===== src/logic/gsf_pkg.sv =====
/*
 gauge shutdown and status flags: register map, field positions, reset values, modes.
 assumes a single 20 MHz system clock and 32-bit word registers on a plain strobe port.
*/
package gsf_pkg;
    localparam int unsigned CLK_HZ = 20_000_000;
    localparam int unsigned OT_TIME_UNIT_S = 1; // over-temperature time counts seconds
    localparam int unsigned SEC_CYCLES = CLK_HZ * OT_TIME_UNIT_S;

    // register byte addresses
    localparam logic [7:0] A_PACK  = 8'h00;
    localparam logic [7:0] A_CTRL  = 8'h04;
    localparam logic [7:0] A_FLAGS = 8'h08;
    localparam logic [7:0] A_COT   = 8'h0C;
    localparam logic [7:0] A_DOT   = 8'h10;
    localparam logic [7:0] A_INH   = 8'h14;
    localparam logic [7:0] A_SUSP  = 8'h18;
    localparam logic [7:0] A_CUR   = 8'h1C;
    localparam logic [7:0] A_TAPER = 8'h20;
    localparam logic [7:0] A_CHGV  = 8'h24;
    localparam logic [7:0] A_LEVEL = 8'h28;

    // pack setup word fields
    localparam int P_THERM  = 0;
    localparam int P_OFF_EN = 1;
    localparam int P_POL    = 2;
    localparam int P_DRIVE  = 3;
    localparam int P_RELOAD = 4;
    localparam int P_SLEEP  = 5;
    localparam int P_GND    = 11;
    localparam logic [15:0] PACK_RST = 16'h0177;

    // control state word fields and subcommands
    localparam int C_ACTIVE = 15;
    localparam int C_ARMED  = 7;
    localparam logic [15:0] SUB_ARM    = 16'h0013;
    localparam logic [15:0] SUB_DISARM = 16'h0014;

    // termination qualification
    localparam logic [1:0]  TAPER_WINDOWS = 2'h2;
    localparam logic [15:0] CAP_MIN_CENTI = 16'h0019; // 0.25 mAh in 0.01 mAh units
    localparam logic signed [7:0] LEVEL_OFF = -8'sd1;

    // configuration reset values
    localparam logic [31:0] OT_RST  = 32'h0002_2D37;
    localparam logic [31:0] INH_RST = 32'h0005_2D00;
    localparam logic [31:0] SUS_RST = 32'h0000_37F6;
    localparam logic [31:0] CUR_RST = 32'h003C_0064;
    localparam logic [31:0] TAP_RST = 32'h0064_0064;
    localparam logic [31:0] CHV_RST = 32'h0000_1068;
    localparam logic [31:0] LVL_RST = 32'h0000_FFFF;

    typedef enum logic [1:0] {M_NORMAL, M_SLEEP, M_HIBERNATE} gsf_mode_t;

    typedef struct packed {
        logic terminated;
        logic full;
        logic term_alarm;
        logic chg;
        logic charge_pause_flag;
        logic charge_hold_flag;
        logic discharge_overtemp_flag;
        logic charge_overtemp_flag;
    } gsf_flags_t;
endpackage


===== src/logic/gsf_top.sv =====
/*
 gauge shutdown and status flags: power-off pin, pack setup word, thermal and charge flags,
 power mode sequencing. assumes measurements arrive synchronous to i_clk, already averaged.
*/
`timescale 1ns/100ps
`default_nettype none
module gsf_top
    import gsf_pkg::*;
#(
    parameter int unsigned SEC_CYC = SEC_CYCLES
)(
    input  wire logic              i_clk,
    input  wire logic              i_resetn,
    input  wire logic [7:0]        i_addr,
    input  wire logic [31:0]       i_wdata,
    input  wire logic              i_wr,
    input  wire logic              i_rd,
    output logic      [31:0]       o_rdata,
    input  wire logic [15:0]       i_pack_boot,
    input  wire logic signed [7:0] i_temp_ext,
    input  wire logic signed [7:0] i_temp_int,
    input  wire logic signed [15:0] i_mean_current,
    input  wire logic [15:0]       i_voltage,
    input  wire logic [15:0]       i_cap_delta,
    input  wire logic              i_window_tick,
    input  wire logic [7:0]        i_soc,
    input  wire logic [15:0]       i_full_cap,
    input  wire logic              i_sleep_ok,
    input  wire logic              i_hib_request,
    input  wire logic              i_comm_activity,
    output logic                   o_power_off_pin,
    output logic                   o_power_off_pin_oe,
    output logic                   o_adc_ground_select,
    output logic                   o_thermal_source_select,
    output gsf_mode_t              o_mode,
    output gsf_flags_t             o_flags,
    output logic                   o_cap_reload,
    output logic      [15:0]       o_remaining_cap
);
    logic [15:0] pack_q;
    logic [31:0] cot_q, dot_q, inh_q, sus_q, cur_q, tap_q, chv_q, lvl_q;
    logic        boot_q, drive_q, armed_q;
    gsf_mode_t   mode_q, mode_d;
    gsf_flags_t  fl_q;
    logic [1:0]  taper_cnt_q;
    logic [7:0]  cot_cnt_q, dot_cnt_q;
    logic [31:0] sec_cnt_q, rdata_q;
    logic        reload_q;
    logic [15:0] rem_q;

    // write decode
    wire wr_pack = i_wr && i_addr == A_PACK;
    wire wr_ctrl = i_wr && i_addr == A_CTRL;
    wire sub_arm = wr_ctrl && i_wdata[15:0] == SUB_ARM;
    wire sub_dis = wr_ctrl && i_wdata[15:0] == SUB_DISARM;
    wire en_load = (wr_pack && i_wdata[P_OFF_EN]) || (!boot_q && i_pack_boot[P_OFF_EN]);

    // second tick from a divider, shared by both over-temperature timers
    wire sec_tick = sec_cnt_q == SEC_CYC - 1;

    // selected temperature and thresholds
    wire signed [7:0] temp = pack_q[P_THERM] ? i_temp_ext : i_temp_int;
    wire signed [7:0] cot_lim = cot_q[7:0];
    wire signed [7:0] cot_rec = cot_q[15:8];
    wire [7:0]        cot_t   = cot_q[23:16];
    wire signed [7:0] dot_lim = dot_q[7:0];
    wire signed [7:0] dot_rec = dot_q[15:8];
    wire [7:0]        dot_t   = dot_q[23:16];
    wire signed [15:0] chg_thr = cur_q[15:0];
    wire signed [16:0] dsg_thr = -$signed({1'b0, cur_q[31:16]});
    wire charging = i_mean_current > chg_thr;
    wire discharging = $signed({i_mean_current[15], i_mean_current}) <= dsg_thr;

    // over-temperature qualifiers
    wire cot_cond = charging && temp >= cot_lim;
    wire dot_cond = discharging && temp >= dot_lim;
    wire cot_set = cot_cond && cot_t != 8'h00 && cot_cnt_q >= cot_t;
    wire dot_set = dot_cond && dot_t != 8'h00 && dot_cnt_q >= dot_t;

    // hold and pause windows, widened to 9 bits so hysteresis up to 128 cannot wrap
    wire signed [8:0] hys = $signed({1'b0, inh_q[23:16]});
    wire signed [8:0] t9 = 9'(temp);
    wire signed [8:0] inh_lo = 9'($signed(inh_q[7:0]));
    wire signed [8:0] inh_hi = 9'($signed(inh_q[15:8]));
    wire signed [8:0] sus_lo = 9'($signed(sus_q[7:0]));
    wire signed [8:0] sus_hi = 9'($signed(sus_q[15:8]));
    wire back_in = t9 >= inh_lo + hys && t9 <= inh_hi - hys;
    wire hold_set = t9 < inh_lo || t9 > inh_hi;
    wire pause_set = t9 < sus_lo || t9 > sus_hi;

    // taper window qualification
    wire [16:0] v_min = {1'b0, chv_q[15:0]} - {1'b0, tap_q[31:16]};
    wire taper_ok = i_mean_current < $signed(tap_q[15:0]) && i_cap_delta > CAP_MIN_CENTI
                    && !v_min[16] && i_voltage > v_min[15:0];
    wire taper_done = i_window_tick && taper_ok && taper_cnt_q == TAPER_WINDOWS - 2'h1;
    wire signed [7:0] tca = lvl_q[7:0];
    wire signed [7:0] fcs = lvl_q[15:8];
    wire tca_hit = tca != LEVEL_OFF && $signed({1'b0, i_soc}) >= 9'(tca);
    wire fc_hit = fcs != LEVEL_OFF && $signed({1'b0, i_soc}) >= 9'(fcs);

    // pin state: shutdown only while armed in hibernate, floating until boot
    wire shut = armed_q && mode_q == M_HIBERNATE;
    wire pin_lvl = shut ? pack_q[P_POL] : !pack_q[P_POL];
    wire wake = i_comm_activity || i_wr || i_rd; // bus traffic is line activity too

    // power mode sequencing
    always_comb
    begin
        mode_d = mode_q;
        unique case (mode_q)
            M_NORMAL:
            begin
                if (i_hib_request)
                    mode_d = M_HIBERNATE;
                else if (i_sleep_ok && pack_q[P_SLEEP])
                    mode_d = M_SLEEP;
            end
            M_SLEEP:
            begin
                if (i_hib_request)
                    mode_d = M_HIBERNATE;
                else if (!i_sleep_ok || !pack_q[P_SLEEP] || wake)
                    mode_d = M_NORMAL;
            end
            M_HIBERNATE:
            begin
                if (wake)
                    mode_d = M_NORMAL;
            end
            default:
                mode_d = M_NORMAL;
        endcase
    end

    // pack word: boot image taken once after release, drive style latched only then
    always_ff @(posedge i_clk or negedge i_resetn)
    begin
        if (!i_resetn)
        begin
            boot_q  <= 1'b0;
            pack_q  <= PACK_RST;
            drive_q <= 1'b0;
        end
        else if (!boot_q)
        begin
            boot_q  <= 1'b1;
            pack_q  <= i_pack_boot;
            drive_q <= i_pack_boot[P_DRIVE];
        end
        else if (wr_pack)
            pack_q <= i_wdata[15:0];
    end

    // shutdown arming, arm wins over disarm
    always_ff @(posedge i_clk or negedge i_resetn)
    begin
        if (!i_resetn)
            armed_q <= 1'b1;
        else if (sub_arm || en_load)
            armed_q <= 1'b1;
        else if (sub_dis)
            armed_q <= 1'b0;
    end

    // threshold registers
    always_ff @(posedge i_clk or negedge i_resetn)
    begin
        if (!i_resetn)
        begin
            cot_q <= OT_RST;
            dot_q <= OT_RST;
            inh_q <= INH_RST;
            sus_q <= SUS_RST;
            cur_q <= CUR_RST;
            tap_q <= TAP_RST;
            chv_q <= CHV_RST;
            lvl_q <= LVL_RST;
        end
        else if (i_wr)
        begin
            if (i_addr == A_COT) cot_q <= i_wdata;
            if (i_addr == A_DOT) dot_q <= i_wdata;
            if (i_addr == A_INH) inh_q <= i_wdata;
            if (i_addr == A_SUSP) sus_q <= i_wdata;
            if (i_addr == A_CUR) cur_q <= i_wdata;
            if (i_addr == A_TAPER) tap_q <= i_wdata;
            if (i_addr == A_CHGV) chv_q <= i_wdata;
            if (i_addr == A_LEVEL) lvl_q <= i_wdata;
        end
    end

    // mode and timers
    always_ff @(posedge i_clk or negedge i_resetn)
    begin
        if (!i_resetn)
        begin
            mode_q    <= M_NORMAL;
            sec_cnt_q <= 32'h0000_0000;
            cot_cnt_q <= 8'h00;
            dot_cnt_q <= 8'h00;
        end
        else
        begin
            mode_q    <= mode_d;
            sec_cnt_q <= sec_tick ? 32'h0000_0000 : sec_cnt_q + 32'h0000_0001;
            // timers saturate so a long dwell never wraps back below the limit
            if (!cot_cond) cot_cnt_q <= 8'h00;
            else if (sec_tick && cot_cnt_q != 8'hFF) cot_cnt_q <= cot_cnt_q + 8'h01;
            if (!dot_cond) dot_cnt_q <= 8'h00;
            else if (sec_tick && dot_cnt_q != 8'hFF) dot_cnt_q <= dot_cnt_q + 8'h01;
        end
    end

    // status flags: every set term beats its clear term, except chg, where the taper_done clear beats the discharging set
    always_ff @(posedge i_clk or negedge i_resetn)
    begin
        if (!i_resetn)
        begin
            fl_q        <= '0;
            fl_q.chg    <= 1'b1;
            taper_cnt_q <= 2'h0;
            reload_q    <= 1'b0;
            rem_q       <= 16'h0000;
        end
        else
        begin
            if (cot_set) fl_q.charge_overtemp_flag <= 1'b1;
            else if (temp <= cot_rec) fl_q.charge_overtemp_flag <= 1'b0;
            if (dot_set) fl_q.discharge_overtemp_flag <= 1'b1;
            else if (temp <= dot_rec) fl_q.discharge_overtemp_flag <= 1'b0;
            if (hold_set) fl_q.charge_hold_flag <= 1'b1;
            else if (back_in) fl_q.charge_hold_flag <= 1'b0;
            if (pause_set) fl_q.charge_pause_flag <= 1'b1;
            else if (back_in) fl_q.charge_pause_flag <= 1'b0;
            if (i_window_tick)
                taper_cnt_q <= taper_done ? 2'h0 : (taper_ok ? taper_cnt_q + 2'h1 : 2'h0);
            // termination clears charge; discharge rearms chg and terminated, and full and term_alarm unless a level hit holds them
            if (taper_done) fl_q.chg <= 1'b0;
            else if (discharging) fl_q.chg <= 1'b1;
            if (taper_done || tca_hit) fl_q.term_alarm <= 1'b1;
            else if (discharging) fl_q.term_alarm <= 1'b0;
            if (taper_done || fc_hit) fl_q.full <= 1'b1;
            else if (discharging) fl_q.full <= 1'b0;
            if (taper_done) fl_q.terminated <= 1'b1;
            else if (discharging) fl_q.terminated <= 1'b0;
            reload_q <= taper_done && pack_q[P_RELOAD];
            if (taper_done && pack_q[P_RELOAD]) rem_q <= i_full_cap;
        end
    end

    // read data, one cycle after the strobe and zero otherwise
    always_ff @(posedge i_clk or negedge i_resetn)
    begin
        if (!i_resetn)
            rdata_q <= 32'h0000_0000;
        else if (!i_rd)
            rdata_q <= 32'h0000_0000;
        else
        begin
            unique case (i_addr)
                A_PACK:  rdata_q <= {16'h0000, pack_q};
                A_CTRL:  rdata_q <= {16'h0000, shut, 7'h00, armed_q, 7'h00};
                A_FLAGS: rdata_q <= {24'h0000_00, fl_q};
                A_COT:   rdata_q <= cot_q;
                A_DOT:   rdata_q <= dot_q;
                A_INH:   rdata_q <= inh_q;
                A_SUSP:  rdata_q <= sus_q;
                A_CUR:   rdata_q <= cur_q;
                A_TAPER: rdata_q <= tap_q;
                A_CHGV:  rdata_q <= chv_q;
                A_LEVEL: rdata_q <= lvl_q;
                default: rdata_q <= 32'h0000_0000;
            endcase
        end
    end

    // outputs; the pin floats before boot and for a high level without push-pull
    assign o_power_off_pin    = boot_q && pin_lvl;
    assign o_power_off_pin_oe = boot_q && (!pin_lvl || drive_q);
    assign o_adc_ground_select     = pack_q[P_GND];
    assign o_thermal_source_select = pack_q[P_THERM];
    assign o_mode       = mode_q;
    assign o_flags      = fl_q;
    assign o_rdata      = rdata_q;
    assign o_cap_reload = reload_q;
    assign o_remaining_cap = rem_q;
endmodule
`default_nettype wire


===== config.mk =====
export PLATFORM = sky130hd
export DESIGN_NAME = gsf_top
export DESIGN_NICKNAME = d
export VERILOG_FILES = /design/src/logic/gsf_pkg.sv /design/src/logic/gsf_top.sv
export SDC_FILE = /design/constraint.sdc
export NUM_CORES = 1
export LEC_CHECK = 0
export BUFFER_PORTS_ARGS = -buffer_cell sky130_fd_sc_hd__buf_2
export CAP_MARGIN = 10
export CORE_MARGIN = 5
export CORE_UTILIZATION = 49
export DETAILED_ROUTE_END_ITERATION = 10
export MAX_ROUTING_LAYER = met4
export PLACE_DENSITY = 0.68
export SLEW_MARGIN = 10
export SYNTH_ARGS = -nofsm -noshare
export SYNTH_HDL_FRONTEND = slang
export SYNTH_SLANG_ARGS = --single-unit

===== constraint.sdc =====
create_clock -name i_clk -period 5.1 [get_ports i_clk]
set_input_delay 0.765 -clock i_clk [delete_from_list [all_inputs] [get_ports i_clk]]
set_output_delay 0.765 -clock i_clk [all_outputs]
set_load 0.01 [all_outputs]

; ---- Word level (Yosys, flattened, before mapping)
; Index checks and enable logic that the tools add are counted.
[classes]
n_eq_ne = 26
n_addsub = 8
muxes = 34
magnitude_cmp = 19
n_reduce_logical = 65
[op_table]
columns = operator, n
row1 = $pmux 32 s11, 1
row2 = $mux 32, 2
row3 = $mux 8, 5
row4 = $add 32x1->32 const B, 1
row5 = $eq 16x5->1 const B, 2
row6 = $eq 32x25->1 const B, 1
row7 = $eq 8x5->1 const B, 4
row8 = $ge 8x8->1, 4
row9 = $gt 16x16->1, 2
row10 = $mux 16, 2
row11 = $logic_and 1x1->1, 27
row12 = $eq 8x6->1 const B, 3
row13 = $ge 9x8->1, 2
row14 = $le 16x17->1, 1
row15 = $neg 16->17, 1
row16 = $sub 16x16->17, 1
row17 = $add 8x1->8 const B, 2
row18 = $eq 8x4->1 const B, 2
row19 = $gt 16x5->1 const B, 1
row20 = $gt 8x8->1, 2
row21 = $le 8x8->1, 2
row22 = $lt 16x16->1, 1
row23 = $lt 8x8->1, 2
row24 = $mux 1, 16
row25 = 23 further kinds, 65
[word_totals]
register_bits = 384
inputBits = 152
word_cells = 180

; ---- Logic depth before layout (Yosys ltp)
; Gate-level depths: netlist (run 1).
[depth]
depth_word = 8
depth_mapped = 20
depth_no_buf = 18

; ---- Worst setup path before layout (run 1)
; No wires, ideal clock.
[synth_timing]
path_kind = reg2reg
startpoint = register tap_q[24]
endpoint = register rem_q[10] (netlist: o_remaining_cap[10])
path_slack_ns = 1.053
path_buffers = 2
stages_incl_launch_ff = 19
required_time_ns = 4.975
arrival_ns = 3.922
cell_sequence = dfrtp_1 inv_1 ha_1 and2_1 a221o_1 or2_2 o21ai_0 o21bai_1 xnor2_1 ha_1 nand2_1 nor2_1 nand4_1 o41a_1 and3_1 and3_1 buf_6 buf_12 mux2_4
[synth_via]
elab_chain_cells = 7
word_cells_on_any_way = 8
cone_classes = add/sub: 1 / order compare: 1 / reduce/logical: 6
[synth_lines]
columns = element, line_no
row1 = from (decl), gsf_top.sv:41  ; logic [31:0] cot_q, dot_q, inh_q, sus_q, cur_q, tap_q, chv_q, lvl_q;
row2 = from (signal assigned), gsf_top.sv:186  ; if (i_addr == A_TAPER) tap_q <= i_wdata;
row3 = $sub 16x16->17 *, gsf_top.sv:92  ; wire [16:0] v_min = {1'b0, chv_q[15:0]} - {1'b0, tap_q[31:16]};
row4 = "parallel branches: the longest is 2 deep, another holds $gt 16x16->1", n/a
row5 = $logic_and 1x1->1 *, gsf_top.sv:94  ; && !v_min[16] && i_voltage > v_min[15:0];
row6 = $logic_and 1x1->1 * (2 in a row), gsf_top.sv:95  ; wire taper_done = i_window_tick && taper_ok && taper_cnt_q == TAPER_WINDOWS - 2'h1;
row7 = $logic_and 1x1->1 *, gsf_top.sv:247  ; if (taper_done && pack_q[P_RELOAD]) rem_q <= i_full_cap;
row8 = to (signal assigned), gsf_top.sv:247
row9 = to (decl), gsf_top.sv:49  ; logic [15:0] rem_q;
; Every way passes the cells marked *.
; A chain may end at the register's enable or synchronous reset.

; ---- Worst setup path in the final report (run 1)
[layout_timing]
startpoint = register chv_q[0]
endpoint = register rem_q[12] (netlist: o_remaining_cap[12])
[layout_via]
elab_chain_cells = 7
word_cells_on_any_way = 8
cone_classes = add/sub: 1 / order compare: 1 / reduce/logical: 6
[layout_lines]
columns = element, line_no
row1 = from (decl), gsf_top.sv:41
row2 = from (signal assigned), gsf_top.sv:187  ; if (i_addr == A_CHGV) chv_q <= i_wdata;
row3 = $sub 16x16->17 *, gsf_top.sv:92
row4 = "parallel branches: the longest is 2 deep, another holds $gt 16x16->1", n/a
row5 = $logic_and 1x1->1 *, gsf_top.sv:94
row6 = $logic_and 1x1->1 * (2 in a row), gsf_top.sv:95
row7 = $logic_and 1x1->1 *, gsf_top.sv:247
; Marked as above.

==> flow_metrics.tcl, run 1 <==
set metrics [dict create \
    cp.arrival_ps 5150 \
    routabilityCongestion 0.958 \
    grt_max_degree 120 \
    synth.avg_cell_area_um2 10.9 \
    grt_pass1_vias 18100 \
    tightestPinTransition_ps 1150 \
    drive_above_1_share_pct 29.9 \
    fin_nets 2634 \
    worstSetupEndpointType "flop" \
    power_leakage_nw 12.0 \
    maxCapViolCount 0 \
    synth.distinct_cells 73 \
    grt_pass1_wl_mm 110 \
    yosys-top-cells-area "dfrtp_1 34%, mux2_2 14%, ha_1 12%, dfstp_2 9.3%, inv_1 3.0%" \
    post_drt_wl_per_cell_um 25.0 \
    crit_required_ps 5550 \
    clk_pin_slew_ps 60 \
    globalRouteTotalUtil_pct 29.4 \
    dr.pass1.iters 6 \
    netlist_instances 2056 \
    clk_latency_ps 580 \
    intPower_w 0.00591 \
    synth_ff_type "dfrtp_1" \
    final.min_clock_period_ps 4700 \
    synth_edf_count 0 \
    switching_share_pct 29.0 \
    setup_violations 0 \
    vias 17900 \
    min-delay-path-class "in -> async" \
    final_antenna_net_count 0 \
    initial_utilization_pct 49.5 \
    peakVddDrop_mv 0.254 \
    cts-hold-fix-buffers 0 \
    die-area_um2 50200 \
    fin_crit_sh_pct 92.1 \
    syn2layout_area_growth_pct 14.5 \
    switching_power_w 0.00241 \
    max_freq_mhz 213 \
    synth_seq_cells 384 \
    synth_top_area_cell "dfrtp_1" \
    ys_seq_area_share_pct 43.3 \
    critPathBufInv 1 \
    cts_tree "built" \
    clock_sinks 384 \
    cts-buffers-inserted 45 \
    synthesis.area_um2 22400 \
    cp_max_fo 17 \
    skew_ps 26.1 \
    fill_cells 3896 \
    drt_iter0_drc 1808 \
    overflow 0 \
    ios 215 \
    cp_slowest_stage_delay_ps 480 \
    synth-warning-count 0 \
    pwr-share-clk_pct 39.3 \
    path_delay_family "simple AND/OR/NAND/NOR gates" \
    path_class "reg -> reg" \
    post-route-drc-count 0 \
    drv_slew 0 \
    die-height_um 224 \
    critPathLaunchType "flop" \
    port_buffers 213 \
    die_w_um 224 \
    status "completed" \
    yosysTopAreaCellShare_pct 34.0 \
    via_per_inst 6.15 \
    pwr-share-comb_pct 19.1 \
    clockBufferDepth 3 \
    cp_cell_sequence "inv_1 > ha_1 > fa_1 > nor2b_1 > o2111ai_1 > a31oi_1 > nor2_1 > o21ai_0 > or2_2 > xnor2_1 > ha_1 > nand3_1 > nor2_1 > nand4_1 > o41a_1 > and3_1 > and3_1 > mux2_4" \
    fin_cells 2902 \
    cp_slowest_cell "and3_1" \
    antenna_found_initial 4 \
    slew-limit-headroom_pct 22.8 \
    cts_resized 0 \
    post_cts_buffers 0 \
    htree_levels 2 \
    ctsRootBufferMaster "clkbuf_16" \
    core-area_um2 45300 \
    rsz0062_at_grt "no" \
    row_count 78 \
    finalHoldViolations 0 \
    power_density_nw_per_um2 324 \
    finalWirelength_mm 72.5 \
    fin_tns_setup_ps 0 \
    power_frac_seq_pct 41.6 \
    syn_nets 2426 \
    async_flop_share_pct 100 \
    place_inst 2817 \
    dpl.hpwl_mm 52.1 \
]
[layout by cell type (no fill, tap or decap), drive strengths merged, types with 67 or more instances in the layout]
master	n
mux2	280
a21oi	94
nor2	98
clkbuf	68
dfstp	79
nand2	98
buf	241
o21ai	67
dfrtp	305
inv	181
ha	215
[cells by family (layout without fill, tap and decap cells)]
group                    Yosys count  after routing  synth area share (%)
AND/OR/NAND/NOR                  397            397                  8.90
XOR/XNOR                          77             77                  3.01
buffers and inverters            259            503                  4.45
adder cells (fa/ha/maj)          218            218                  12.3
flip-flops                       384            384                  43.3
other                              1              3                0.0167
AO/OA/AOI/OAI                    418            418                  12.9
multiplexers                     302            302                  15.2
[registers in the layout, indices dropped and copies added (netlist names)]
signal	count
chv_q	32
tap_q	32
o_remaining_cap	16
cur_q	32
o_flags	8
sec_cnt_q	32
drive_q	1
taper_cnt_q	2
lvl_q	32
o_mode	2
inh_q	32
armed_q	1
o_cap_reload	1
o_rdata	32
cot_cnt_q	8
sus_q	32
dot_q	32
boot_q	1
dot_cnt_q	8
cot_q	32
pack_q	16
[cells in the mapped netlist, drive strengths merged, types with 10 or more instances]
library cell and count:
a21o 18, clkbuf 52, and3 11, mux2i 22, nand2b 24, inv 179, a211oi 12, mux2 280
nand4 31, nor4 19, nand3 41, xor2 42, nor2 98, nand2 98, a221oi 12, a22o 31
ha 215, o22ai 10, a222oi 37, a22oi 25, nor3 23, dfrtp 305, buf 28, xnor2 35
a31oi 44, a21oi 94, dfstp 79, o211ai 13, o21ai 67, nor2b 15
[final cells by class]
class / instances / area [µm²] / area share (%)
tap: 600 / 751 / 2.92
multi-input combinational: 1413 / 11800 / 45.8
sequential: 384 / 9710 / 37.8
clock inverter: 15 / 176 / 0.687
timing repair buffer: 241 / 1300 / 5.06
antenna: 2 / 5.00 / 0.0195
clock buffer: 68 / 1320 / 5.15
inverter: 179 / 672 / 2.62
[per-layer routing]
metal | global-route usage [%] | part of all wire, %
met5 | - | 0
met4 | 9.60 | 3.8
met1 | 39.1 | 42
met2 | 45.2 | 45
met3 | 6.22 | 9.0
[power by group through the flow]
stage / registers (W) / logic, W / clock network, W
after global routing: 0.00348 / 0.00177 / 0.00346
after global placement: 0.00349 / 0.00152 / 0
final: 0.00346 / 0.00159 / 0.00327
after CTS: 0.00345 / 0.00158 / 0.00333
after detailed placement: 0.00350 / 0.00158 / 0
after floorplan: 0.00346 / 0.000983 / 0
[path summary, 6_finish.rpt]
kind                               startpoint                  end  slack (ps)  depth (start not counted)
worst min register to register   sec_cnt_q[4]         sec_cnt_q[4]         470                          1
worst max register to register       chv_q[0]  o_remaining_cap[12]         400                         18
worst min-delay path                 i_resetn           o_rdata[1]         230                          1
min in group i_clk              i_window_tick       taper_cnt_q[0]         400                          2
worst max-delay path                 chv_q[0]  o_remaining_cap[12]         400                         18
max in group asynchronous            i_resetn            chv_q[31]        3560                          2
[per-stage QoR]
step                cell area (µm²)  hold slack, ps  util (%)  setup slack, ps  power, W
floorplan                     22400             445         -             1050   0.00444
global placement              24200             460      53.4              533   0.00501
detailed placement            24200             467      53.4              484   0.00508
CTS                           25700             310      56.7              455   0.00837
global route                  25700             328      56.7             92.8   0.00871
finish                        25700             234      56.7              403   0.00832
(Power assumes the default switching activity.)
==> run 2: changes to the inputs <==
--- a/config.mk
+++ b/config.mk
@@ -5,6 +5,7 @@
 export SDC_FILE = /design/constraint.sdc
 export NUM_CORES = 1
 export LEC_CHECK = 0
+export ABC_AREA = 1
 export BUFFER_PORTS_ARGS = -buffer_cell sky130_fd_sc_hd__buf_2
 export CAP_MARGIN = 10
 export CORE_MARGIN = 5
==> run 2 against run 1 <==
Net effect: non-clock buffer count shrank 7; area after synthesis grew 2.6%; clock-buffer cell count shrank 2; first-iteration DRC count grew 20%; critical path depth grew 2; setup slack gained 240 ps; flip-flop and latch count is the same; synthesized cell count grew 37%; sequential power shrank 1%; largest cell class unchanged; highest routed layer unchanged.
==> flow_metrics.tcl, run 2 <==
set metrics [dict create \
    grt_max_degree 124 \
    synth_most_common_cell "nand2_1" \
    maxCapViolCount 0 \
    tightestPinTransition_ps 1130 \
    path_delay_family "compound AO/OA/AOI/OAI gates" \
    dr.pass1.iters 6 \
    core-area_um2 46500 \
    cp_cell_sequence "inv_1 > ha_1 > a21oi_1 > nand2_1 > a21oi_1 > o21ai_0 > a21boi_0 > o21ai_0 > xnor2_1 > ha_1 > nand2_1 > inv_1 > nand3_1 > nor3_1 > nand2_1 > a21oi_1 > nand3_1 > nor2_4 > nand2_1 > o21a_1" \
    post_cts_buffers 0 \
    path_class "reg -> reg" \
    die_w_um 227 \
    max_freq_mhz 224 \
    fin_crit_sh_pct 87.4 \
    critPathLaunchType "flop" \
    ys_seq_area_share_pct 42.2 \
    ios 215 \
    drive_above_1_share_pct 14.3 \
    synth_ff_type "dfrtp_1" \
    yosys-top-cells-area "dfrtp_1 33%, ha_1 12%, nand2_1 11%, dfstp_2 9.0%, o21ai_0 7.2%" \
    synth_edf_count 0 \
    synth.avg_cell_area_um2 8.14 \
    cp.arrival_ps 4980 \
    htree_levels 2 \
    clockBufferDepth 3 \
    die-area_um2 51400 \
    async_flop_share_pct 100 \
    status "completed" \
    clk_pin_slew_ps 60 \
    setup_violations 0 \
    ctsRootBufferMaster "clkbuf_16" \
    critPathBufInv 2 \
    antenna_found_initial 8 \
    worst_slack_ps 641 \
    netlist_instances 2825 \
    cts_tree "built" \
    grt_pass1_wl_mm 116 \
    slew-limit-headroom_pct 24.5 \
    skew_ps 15.9 \
    globalRouteTotalUtil_pct 29.8 \
    row_count 79 \
    yosysTopAreaCellShare_pct 33.2 \
    port_buffers 213 \
    clock_sinks 384 \
    power_density_nw_per_um2 319 \
    dp_slack_ps 730 \
    synth.distinct_cells 63 \
    synth_top_area_cell "dfrtp_1" \
    peakVddDrop_mv 0.241 \
    fill_cells 4328 \
    syn_nets 3195 \
    multi_input_area_um2 11500 \
    power_w 0.00834 \
    post_drt_wl_per_cell_um 20.4 \
    vias 20900 \
    drt_iter0_drc 2163 \
    crit_top_cell "nand2_1" \
    final_common_cell "nand2_1" \
    synth_seq_cells 384 \
    final_antenna_net_count 0 \
    cts_resized 0 \
    min-delay-path-class "in -> async" \
    cts-buffers-inserted 43 \
    routabilityCongestion 0.963 \
    rsz0062_at_grt "no" \
    initial_utilization_pct 49.5 \
    cp_slowest_cell "dfstp_2" \
    final_core_util_pct 56.2 \
    ff_latch_area_um2 9710 \
    grt_pass1_vias 20600 \
    synthesis.area_um2 23000 \
    die-height_um 227 \
    drv_slew 0 \
    fin_tns_setup_ps 0 \
    finalWirelength_mm 74.9 \
    cts-hold-fix-buffers 0 \
    syn2layout_area_growth_pct 13.5 \
    power_leakage_nw 12.3 \
    dpl.hpwl_mm 55.4 \
    finalHoldViolations 0 \
    final_cell_mix "656 x nand2_1, 362 x inv_1, 329 x o21ai_0" \
    clk_latency_ps 590 \
    post-route-drc-count 0 \
    fin_nets 3387 \
    worstSetupEndpointType "flop" \
    crit_required_ps 5620 \
    via_per_inst 5.72 \
    final.min_clock_period_ps 4460 \
    cp_slowest_stage_delay_ps 530 \
    synth_common_cells "660 x nand2_1, 362 x inv_1, 329 x o21ai_0" \
    cp_max_fo 19 \
    synth-warning-count 0 \
    overflow 0 \
]
==> run 2: changes by cell type after synthesis, moves of 25 or more <==
cell | previous run | this run
a21oi_1 | 94 | 155
a222oi_1 | 37 | 0
a22oi_1 | 25 | 0
inv_1 | 179 | 362
mux2_2 | 271 | 0
nand2_1 | 98 | 660
nand3_1 | 41 | 73
nand4_1 | 31 | 69
nor3_1 | 22 | 52
o21ai_0 | 67 | 329
o22ai_1 | 10 | 41
==> run 2: per-layer routing <==
metal / track usage [%] / vias to the layer above / part of all wire (%)
met5: - / - / 0
met4: 8.21 / 0 / 3.0
met3: 4.56 / 149 / 7.3
met2: 47.1 / 790 / 47
met1: 40.3 / 10100 / 43
li1: - / 9908 / -
==> run 2: per-stage QoR <==
stage          cell area [µm²]  hold WS [ps]  std cells
3_5_place_dp             24700           465       3579
2_1_floorplan            23000           444       2825
6_report                 26100           188       3661
3_3_place_gp             24700           461       3579
4_1_cts                  26100           322       3658
5_1_grt                  26100           323       3661
==> run 2: final timing paths <==
| kind | cells past startpoint | endpoint | slack (ps) | start |
|---|---|---|---|---|
| worst max-delay path | 20 | o_flags[4] | 640 | tap_q[18] |
| max in group asynchronous | 2 | cur_q[26] | 3640 | i_resetn |
| worst min register to register | 2 | o_remaining_cap[6] | 480 | o_remaining_cap[6] |
| min in group i_clk | 2 | o_mode[0] | 380 | i_hib_request |
| worst min-delay path | 1 | pack_q[14] | 190 | i_resetn |
| worst max register to register | 20 | o_flags[4] | 640 | tap_q[18] |
==> run 2: cells by family after synthesis <==
group           synth area share, %
fa+ha+maj                      12.0
simple gates                   19.4
buf+inv                        7.70
compound gates                 16.1
xor+xnor                       2.59
flops                          42.2
other cells                  0.0163
==> run 2: cell type report <==
class / instances / share of cell area [%]
Sequential cell: 384 / 37.2
Multi-Input combinational cell: 1979 / 44.2
Timing Repair Buffer: 234 / 4.87
Clock inverter: 13 / 0.503
Tap cell: 607 / 2.91
Clock buffer: 66 / 4.91
Inverter: 375 / 5.40
Antenna cell: 3 / 0.0288
==> run 2: report_power, final <==
group	internal, W	switching, W
Clock	0.00180	0.00133
Sequential	0.00327	0.000154
Combinational	0.000643	0.00114
Total	0.00571	0.00263
==> run 3: changes to the inputs <==
--- a/config.mk
+++ b/config.mk
@@ -6,10 +6,11 @@
 export NUM_CORES = 1
 export LEC_CHECK = 0
 export ABC_AREA = 1
-export BUFFER_PORTS_ARGS = -buffer_cell sky130_fd_sc_hd__buf_2
+export BUFFER_PORTS_ARGS = -buffer_cell sky130_fd_sc_hd__buf_4
 export CAP_MARGIN = 10
 export CORE_MARGIN = 5
 export CORE_UTILIZATION = 49
+export CTS_BUF_LIST = sky130_fd_sc_hd__clkbuf_16
 export DETAILED_ROUTE_END_ITERATION = 10
 export MAX_ROUTING_LAYER = met4
 export PLACE_DENSITY = 0.68
==> run 3 against run 2 <==
Net effect: hold slack gained 92 ps; maximum frequency is 2.4% higher; critical path depth unchanged; clock-buffer cell count fell by 23; largest power group unchanged; total power decreased by 2.5%; combinational power increased by 3%; critical path type unchanged; register-to-register slack better by 110 ps.
==> flow_metrics.tcl, run 3 (same netlist as run 2, synthesis figures left out) <==
set metrics [dict create \
    status "completed" \
    ios 215 \
    grt_max_degree 117 \
    r2r_slack_ps 750 \
    max_freq_mhz 230 \
    post-route-drc-count 0 \
    worst_r2r_endpoint "o_flags[5]" \
    intPower_w 0.00556 \
    cts-buffers-inserted 43 \
    pwr-share-clk_pct 35.2 \
    ctsRootBufferMaster "clkbuf_16" \
    clock_sinks 384 \
    dpl.hpwl_mm 55.2 \
    slew-limit-headroom_pct 22.2 \
    setup_violations 0 \
    critPathLaunchType "flop" \
    dr.pass1.iters 6 \
    initial_utilization_pct 49.5 \
    cp_slowest_cell "dfstp_2" \
    worst_slack_ps 747 \
    path_class "reg -> reg" \
    fin_crit_sh_pct 85.4 \
    cp_slowest_stage_delay_ps 530 \
    fill_cells 4249 \
    cts_tree "built" \
    post_drt_wl_per_cell_um 20.4 \
    fin_tns_setup_ps 0 \
    peakVddDrop_mv 0.239 \
    critPathBufInv 2 \
    skew_ps 22.4 \
    cp.arrival_ps 4840 \
    final_common_cell "nand2_1" \
    htree_levels 2 \
    die_w_um 227 \
    antenna_cells 0 \
    crit_top_cell "nand2_1" \
    vias 20800 \
    antenna_found_initial 1 \
    cp_max_fo 19 \
    globalRouteTotalUtil_pct 29.7 \
    finalWirelength_mm 74.5 \
    power_frac_seq_pct 42.1 \
    reg2reg_depth 20 \
    crit_required_ps 5590 \
    pwr-share-comb_pct 22.6 \
    clk_pin_slew_ps 60 \
    die-height_um 227 \
    placed_area_um2 25200 \
    worstSetupEndpointType "flop" \
    routabilityCongestion 0.960 \
    rsz0062_at_grt "no" \
    final_area_um2 26500 \
    drive_above_1_share_pct 13.7 \
    post_cts_buffers 0 \
    fin_nets 3384 \
    drv_slew 0 \
    grt_pass1_vias 20200 \
    r2r_start "tap_q[18]" \
    drt_iter0_drc 2140 \
    final_cell_mix "656 x nand2_1, 380 x inv_1, 329 x o21ai_0" \
    via_per_inst 5.70 \
    power_density_nw_per_um2 307 \
    cts-hold-fix-buffers 0 \
    switching_power_w 0.00257 \
    die-area_um2 51400 \
    port_buffers 213 \
    min-delay-path-class "in -> async" \
    final.min_clock_period_ps 4350 \
    cts_resized 0 \
    core-area_um2 46500 \
    tightestPinTransition_ps 1160 \
    syn2layout_area_growth_pct 15.0 \
    finalHoldViolations 0 \
    power_leakage_nw 12.5 \
    final_antenna_net_count 0 \
    path_delay_family "compound AO/OA/AOI/OAI gates" \
    dp_slack_ps 790 \
    clk_latency_ps 580 \
    cp_cell_sequence "inv_1 > ha_1 > a21oi_1 > nand2_1 > a21oi_1 > o21ai_0 > a21boi_0 > o21ai_0 > xnor2_1 > ha_1 > nand2_1 > inv_1 > nand3_1 > nor3_1 > nand2_1 > a21oi_1 > nand3_1 > nor2_4 > nand2_1 > o211ai_1" \
    clockBufferDepth 3 \
    final_core_util_pct 57.0 \
    overflow 0 \
    row_count 79 \
    maxCapViolCount 0 \
    switching_share_pct 31.6 \
    grt_pass1_wl_mm 115 \
]
-- run 3: cell count changes in the layout (fill, tap and decap cells not counted) --
cell	delta
buf_2	-212
buf_4	+209
inv_1	+18
clkbuf_8	-12
clkbuf_1	-11
clkinv_1	+7
diode_2	-3
inv_16	-2
clkinv_4	-1
clkinvlp_4	+1
inv_6	+1
-- run 3: stage by stage --
step | cells | hold WS, ps | power, W
floorplan | 2825 | 444 | 0.00455
global placement | 3576 | 460 | 0.00523
detailed placement | 3576 | 471 | 0.00529
CTS | 3656 | 307 | 0.00818
global route | 3656 | 342 | 0.00856
finish | 3656 | 279 | 0.00813
-- run 3: worst reg2reg max path, stage by stage (launching register included) --
cell      delay, ps
dfstp_2         530
inv_1            60
ha_1            360
a21oi_1         160
nand2_1          90
a21oi_1         300
o21ai_0         190
a21boi_0        300
o21ai_0         160
xnor2_1         170
ha_1            310
nand2_1          70
inv_1            70
nand3_1          70
nor3_1          130
nand2_1          70
a21oi_1         220
nand3_1         160
nor2_4          370
nand2_1         310
o211ai_1        180
-- run 3: layout make-up --
class / instances / area, µm² / area share [%]
clock inverters: 37 / 193 / 0.728
well taps: 607 / 759 / 2.87
inverters: 375 / 1410 / 5.32
multi-input cells: 1979 / 11500 / 43.6
flip-flops and latches: 384 / 9710 / 36.7
clock buffers: 43 / 1080 / 4.07
repair buffers: 231 / 1780 / 6.72
-- run 3: power by group through the flow --
stage / sequential, W / combinational (W) / clock, W
floorplan: 0.00345 / 0.00110 / 0
global placement: 0.00346 / 0.00176 / 0
detailed placement: 0.00347 / 0.00183 / 0
CTS: 0.00342 / 0.00184 / 0.00292
global route: 0.00345 / 0.00208 / 0.00304
finish: 0.00343 / 0.00184 / 0.00287
-- run 3: worst max path at each step --
stage                         start             endpoint  cells after the start
final                     tap_q[18]           o_flags[5]                     20
after global placement    tap_q[18]           o_flags[4]                     20
after floorplan           tap_q[18]  o_remaining_cap[10]                     22
after global routing      tap_q[18]           o_flags[5]                     20
after CTS                 tap_q[18]           o_flags[5]                     20
after detailed placement  tap_q[18]           o_flags[4]                     20
-- run 3: metal layers --
metal  routed length (µm)  track usage (%)  vias up
li1                     -                -     9898
met1                32500             40.4     9992
met2                34300             46.4      815
met3                 5530             4.26      139
met4                 2240             9.02        0
met5                    0                -        -
